File: src/verilog/pmcsr_regs.vh
// Functional notes
// - Power reading field 31:24 reads zero; writes are ignored.
// - Reserved bits 23:16, 7:4 and 2 always read zero.
// - Power reading scale 14:13 and selector 12:9 read zero, ignore writes.
// - Wake-event enable bit 8 is read/write; one permits the wake signal.
// - Coming up from full power-off clears the wake-event enable bit.
// - Waking from cold low-power keeps the wake-event enable value.
// - No-soft-reset bit 3 always reads one.
// - Power-state field 1:0 reads current state; 00 D0 .. 11 D3hot.
// - D1 and D2 are unsupported; requests are dropped, capability says so.
`ifndef PMCSR_REGS_VH
`define PMCSR_REGS_VH

// ----------------------------------------
// Register map
// ----------------------------------------
`define PMCSR_OFFSET        12'h0A4
`define PMCSR_RESET         32'h00000008
`define PMCSR_ENABLE_BIT    8
`define PMCSR_NOSOFT_BIT    3
`define PMCSR_STATE_MSB     1
`define PMCSR_STATE_LSB     0
`define PMCSR_ENABLE_RESET  1'h0
`define PMCSR_NOSOFT_VALUE  1'h1
`define PMCSR_CAP_VALUE     1'h0
`define PMCSR_ZERO_WORD     32'h00000000

// ----------------------------------------
// Byte lanes of a configuration write
// ----------------------------------------
`define PMCSR_LANE_STATE    2'h0
`define PMCSR_LANE_ENABLE   2'h1

// ----------------------------------------
// Power-state codes
// ----------------------------------------
`define PMCSR_ST_D0         2'h0
`define PMCSR_ST_D1         2'h1
`define PMCSR_ST_D2         2'h2
`define PMCSR_ST_D3HOT      2'h3

`endif

File: src/verilog/pmcsr_pm_control_status_reg.v
`timescale 1ns/10ps
`include "pmcsr_regs.vh"

module pmcsr_pm_control_status_reg (
   // Clock and reset
   input  wire        clk_i,
   input  wire        rstn_i,
   // Wake-up kind: high when coming back from cold low-power
   input  wire        cold_wake_i,
   // Configuration access
   input  wire [11:0] cfg_addr_i,
   input  wire        cfg_wr_i,
   input  wire [3:0]  cfg_be_i,
   input  wire [31:0] cfg_wdata_i,
   output wire [31:0] cfg_rdata_o,
   // Block state
   output wire [1:0]  power_state_field_o,
   output wire        wake_event_enable_o,
   output wire        light_sleep_supported_o,
   output wire        deep_sleep_supported_o
);

   // ----------------------------------------
   // Declarations
   // ----------------------------------------
   // Stored fields of the register
   reg  [1:0]  power_state_ff;
   reg         wake_event_enable_ff;

   // Registered read data, zero when not addressed
   reg  [31:0] rdata_ff;

   // Capability flags for the intermediate states
   reg         cap_d1_ff;
   reg         cap_d2_ff;

   // Wake-kind synchroniser stages
   reg         cold_wake_meta_ff;
   reg         cold_wake_sync_ff;

   // Next values of the stored fields
   reg  [1:0]  nxt_power_state;
   reg         nxt_wake_event_enable;
   reg  [31:0] nxt_rdata;

   // Access decode
   wire        hit;
   wire        wr_hit;
   wire        state_lane;
   wire        enable_lane;
   wire [1:0]  req_state;
   wire        req_enable;
   wire        state_ok;

   // ----------------------------------------
   // Helpers
   // ----------------------------------------
   // Only D0 and D3hot are implemented
   function supported_state;
      input [1:0] st;
      begin
         supported_state = (st == `PMCSR_ST_D0) ||
                           (st == `PMCSR_ST_D3HOT);
      end
   endfunction

   // Write strobe for one byte lane of this register
   function lane_write;
      input       wr;
      input [3:0] be;
      input [1:0] lane;
      begin
         lane_write = wr && be[lane];
      end
   endfunction

   // Assemble the readable word; all other bits are constant zero
   function [31:0] read_word;
      input [1:0] st;
      input       en;
      begin
         read_word = `PMCSR_ZERO_WORD;
         read_word[`PMCSR_NOSOFT_BIT] = `PMCSR_NOSOFT_VALUE;
         read_word[`PMCSR_ENABLE_BIT] = en;
         read_word[`PMCSR_STATE_MSB:`PMCSR_STATE_LSB] = st;
      end
   endfunction

   // ----------------------------------------
   // Wake-kind synchroniser
   // ----------------------------------------
   // Two stages before the wake kind reaches the reset logic.
   // No reset here: the value must pass while reset is held,
   // so the pin has to settle two edges before reset starts.
   always @(posedge clk_i) begin
      cold_wake_meta_ff <= cold_wake_i;
      cold_wake_sync_ff <= cold_wake_meta_ff;
   end

   // ----------------------------------------
   // Access decode
   // ----------------------------------------
   // Address match and per-lane write strobes
   assign hit         = (cfg_addr_i == `PMCSR_OFFSET);
   assign wr_hit      = hit && cfg_wr_i;
   assign state_lane  = lane_write(wr_hit, cfg_be_i, `PMCSR_LANE_STATE);
   assign enable_lane = lane_write(wr_hit, cfg_be_i, `PMCSR_LANE_ENABLE);

   // Requested field values from the write data
   assign req_state   = cfg_wdata_i[`PMCSR_STATE_MSB:`PMCSR_STATE_LSB];
   assign req_enable  = cfg_wdata_i[`PMCSR_ENABLE_BIT];

   // Requests for D1 or D2 are dropped
   assign state_ok    = supported_state(req_state);

   // ----------------------------------------
   // Next values
   // ----------------------------------------
   // Power state follows only supported requests
   always @* begin
      nxt_power_state = power_state_ff;
      if (state_lane && state_ok) begin
         nxt_power_state = req_state;
      end
   end

   // Wake-event enable is plain storage
   always @* begin
      nxt_wake_event_enable = wake_event_enable_ff;
      if (enable_lane) begin
         nxt_wake_event_enable = req_enable;
      end
   end

   // Read word shows the fields after any write in this cycle.
   // Other addresses return zero so a shared return path can OR.
   always @* begin
      nxt_rdata = `PMCSR_ZERO_WORD;
      if (hit) begin
         nxt_rdata = read_word(nxt_power_state, nxt_wake_event_enable);
      end
   end

   // ----------------------------------------
   // Registers
   // ----------------------------------------
   // Power state returns to D0 on any reset
   always @(posedge clk_i) begin
      if (!rstn_i) begin
         power_state_ff <= `PMCSR_ST_D0;
      end else begin
         power_state_ff <= nxt_power_state;
      end
   end

   // Power-off clears the enable, a cold wake keeps it.
   // The enable has no defined start value if the very first
   // reset is a cold wake, so first power-up must be power-off.
   always @(posedge clk_i) begin
      if (!rstn_i) begin
         if (cold_wake_sync_ff) begin
            wake_event_enable_ff <= wake_event_enable_ff;
         end else begin
            wake_event_enable_ff <= `PMCSR_ENABLE_RESET;
         end
      end else begin
         wake_event_enable_ff <= nxt_wake_event_enable;
      end
   end

   // Read data register, cleared by reset
   always @(posedge clk_i) begin
      if (!rstn_i) begin
         rdata_ff <= `PMCSR_ZERO_WORD;
      end else begin
         rdata_ff <= nxt_rdata;
      end
   end

   // Capability bits report D1 and D2 unsupported
   always @(posedge clk_i) begin
      cap_d1_ff <= `PMCSR_CAP_VALUE;
      cap_d2_ff <= `PMCSR_CAP_VALUE;
   end

   // ----------------------------------------
   // Outputs
   // ----------------------------------------
   // All outputs come straight from flip-flops
   assign cfg_rdata_o             = rdata_ff;
   assign power_state_field_o     = power_state_ff;
   assign wake_event_enable_o     = wake_event_enable_ff;
   assign light_sleep_supported_o = cap_d1_ff;
   assign deep_sleep_supported_o  = cap_d2_ff;

endmodule

File: config.mk
export PLATFORM = sky130hd
export DESIGN_NAME = pmcsr_pm_control_status_reg
export DESIGN_NICKNAME = d
export VERILOG_FILES = /design/src/verilog/pmcsr_pm_control_status_reg.v
export VERILOG_INCLUDE_DIRS = /design/src /design/src/verilog
export SDC_FILE = /design/constraint.sdc
export NUM_CORES = 1
export LEC_CHECK = 0
export ABC_AREA = 0
export BUFFER_PORTS_ARGS = -buffer_cell sky130_fd_sc_hd__buf_2
export CAP_MARGIN = 25
export CORE_ASPECT_RATIO = 1.25
export CORE_MARGIN = 8
export CORE_UTILIZATION = 33
export CTS_CLUSTER_SIZE = 24
export DETAILED_ROUTE_END_ITERATION = 8
export PLACE_DENSITY = 0.95
export SYNTH_ARGS = -nofsm -noshare
export SYNTH_HDL_FRONTEND = slang
export SYNTH_SLANG_ARGS = --single-unit
export TNS_END_PERCENT = 100
File: constraint.sdc
create_clock -name clk_i -period 2.4 [get_ports clk_i]
set_input_delay 0.24 -clock clk_i [delete_from_list [all_inputs] [get_ports clk_i]]
set_output_delay 0.24 -clock clk_i [all_outputs]
set_load 0.05 [all_outputs]
==> out/qor.csv <==
metric,value,unit
setup violators final,0,
placed cell count,117,
Max Cap Viol,0,
Area Growth Syn to Fin,9.45,%
Post-CTS Setup Inserts,0,
fillcell total,208,
core area,0.00194,mm²
All-Layer GR Usage,6.97,%
H-tree lvl count,1,
# rows,18,
Hold WC Path Type,input pin to register,
reg2reg end,wake_event_enable_o,
Crit. End Element,register,
fin crit period,1240,ps
Final Net Count,154,
DR iter-0 viols,3,
number of buffers added on ports,27,
top cell type's share of synthesized area,35.2,%
worst path cell trace,buf_2 -> or4_4 -> nor2_4 -> nand4_1 -> mux2i_1,
Fin Clk Skew,1.96,ps
final period utilization,51.5,%
area of the multi-input gates,344,µm²
Fmax,809,MHz
CTS tree,yes,
setup_tns,0,ps
startpoint type of the worst setup path,input pin,
Resized Gates After CTS,0,
status,"complete, no violations",
Synth area leaders,"buf_4, dfxtp_1, mux2i_1, edfxtp_1, nand2_1",
unrepaired setup endpoints after global routing,no,
post-DR wirelength/cell,10.9,µm
WHS,79.6,ps
RR Startpoint,wake_event_enable_o,
GPL Wtd Cong,0.707,
number of global-route vias before repair,528,
Worst path max stage delay,540,ps
syn avg cell area,9.19,µm²
Final Hold Viols,0,
global-route wire length before repair,2060,µm
full die area,0.00370,mm²
WHS Path Cells,1,
CTS buffer count,3,
Worst Path Buf+Inv,1,
fin cells,121,
Die Wd,56.1,µm
Post-route DRC,0,
Overflow after GRT,0,
#FFs+latches synth,9,
r2r setup slk,1600,ps
DIE HEIGHT,66.1,µm
starting density of the core,34.2,%
sequential share of the synthesized area,28.7,%
Worst path slowest cell,or4_4,
Yosys cell types,22,
Critical Path AT,1250,ps
min-delay src,cold_wake_i,
Top Family by Delay on Critical Path,simple AND/OR/NAND/NOR gates,
register area,190,µm²
Diodes inserted,0,
DRT antenna net count,0,
initial antenna violation count,0,
cell taking the most area after synthesis,buf_4,
Final Core Density,37.4,%
clock slew seen by the registers of the worst setup and hold paths,60,ps
yosys synthesis warning count,0,
cts hold-fix bufs,0,
number of detailed-route iterations in the first pass,3,
layout cells sized above 1,37.6,%
largest net degree at the start of global routing,9,
Pleak,0.380,nW
Worst Hold End,cold_wake_meta_ff,
Peak VDD IR,250,µV
post-synthesis instance area,662,µm²
r2r worst-path depth,2,
WL final,1320,µm
I/O pin count,89,
root buf cell,clkbuf_4,
pwr dens,577,mW/mm²
Mapped Cells,72,
CP max FO,3,
CTS sink cnt,9,
hpwl dp,1220,µm
pins over their slew limit,0,
"Data required, critical path",2410,ps
Clock Latency Late Sink,260,ps
post-DR vias/cell,3.96,
CP Class,input pin to register,
CTS max path bufs,2,
detailed-route via count,479,
## sequential cells by signal, summed over array words and instances (netlist names)
| register | count |
|---|---|
| wake_event_enable_o | 1 |
| cfg_rdata_o | 4 |
| power_state_field_o | 2 |
| cold_wake_meta_ff | 1 |
| cold_wake_sync_ff | 1 |
## worst max-delay path by stage
stage / from / to / slack (ps) / depth (start not counted)
after CTS: cfg_addr_i[8] / wake_event_enable_o / 1160 / 5
after detailed placement: cfg_addr_i[8] / wake_event_enable_o / 870 / 5
after global routing: cfg_addr_i[8] / wake_event_enable_o / 1140 / 5
after floorplan: cfg_addr_i[8] / wake_event_enable_o / 1030 / 4
after global placement: cfg_addr_i[8] / wake_event_enable_o / 890 / 5
final: cfg_addr_i[8] / wake_event_enable_o / 1160 / 5
## synthesized netlist by cell type (all sizes together)
library cell   n
and3           2
nand2          8
buf           31
nand2b         1
a31oi          2
xnor2          1
nand4bb        1
a21oi          3
conb           1
nand3b         1
nand3          2
nor4b          1
dfxtp          8
edfxtp         1
nor2           1
mux2i          3
inv            1
nand4          1
nor3           2
or4            1
## worst register-to-register path, cell delays in order, from the launching register on
cell and delay [ps]:
edfxtp_1 410, nand2_1 90, mux2i_1 60
## routing by layer
| metal | global-route usage [%] | part of all wire (%) | up-vias |
|---|---|---|---|
| li1 | - | - | 237 |
| met1 | 4.83 | 31 | 205 |
| met2 | 12.1 | 51 | 37 |
| met3 | 7.31 | 18 | 0 |
| met4 | 2.71 | 0 | 0 |
| met5 | 0 | 0 | - |
## stage by stage
| step | cell area, µm² | setup slack, ps | total power, mW |
|---|---|---|---|
| 6_report | 724 | 1160 | 0.418 |
| 5_1_grt | 724 | 1140 | 0.440 |
| 4_1_cts | 724 | 1160 | 0.424 |
| 3_5_place_dp | 698 | 875 | 0.305 |
| 3_3_place_gp | 698 | 893 | 0.303 |
| 2_1_floorplan | 771 | 1030 | 0.320 |
## layout by cell type (no fill, tap or decap)
| cell type | n |
|---|---|
| nor2_4 | 1 |
| xnor2_1 | 1 |
| nand4_1 | 1 |
| mux2i_1 | 3 |
| a31oi_1 | 2 |
| edfxtp_1 | 1 |
| and3_4 | 1 |
| conb_1 | 30 |
| nor3_2 | 2 |
| clkbuf_4 | 3 |
| dfxtp_1 | 8 |
| nand3_2 | 1 |
| nor4b_4 | 1 |
| inv_1 | 1 |
| clkbuf_1 | 1 |
| nand2b_1 | 1 |
| nand2_1 | 8 |
| buf_2 | 27 |
| nand4bb_2 | 1 |
| nand3b_1 | 1 |
| and3_1 | 1 |
| a21oi_1 | 3 |
| or4_4 | 1 |
| nand3_1 | 1 |
## area by class of cell
class / count / share of cell area, %
multi-input combinational: 60 / 47.5
sequential: 9 / 26.3
timing repair buffer: 27 / 18.7
clock buffer: 4 / 3.63
tap: 20 / 3.45
inverter: 1 / 0.518
## logic make-up (layout without fill, tap and decap cells)
family | Yosys count | after routing | share of synthesized area, %
other cells | 1 | 30 | 0.567
compound gates | 5 | 5 | 4.16
xor+xnor | 1 | 1 | 1.32
buf+inv | 32 | 32 | 35.7
flops | 9 | 9 | 28.7
simple gates | 21 | 21 | 25.0
mux | 3 | 3 | 4.54
## report_power, final
group | switching, mW | total [mW] | internal, mW | leakage, nW
Sequential | 0.00131 | 0.157 | 0.155 | 0.0762
Combinational | 0.125 | 0.146 | 0.0207 | 0.289
Clock | 0.0510 | 0.115 | 0.0640 | 0.0150
(Power assumes the default switching activity.)
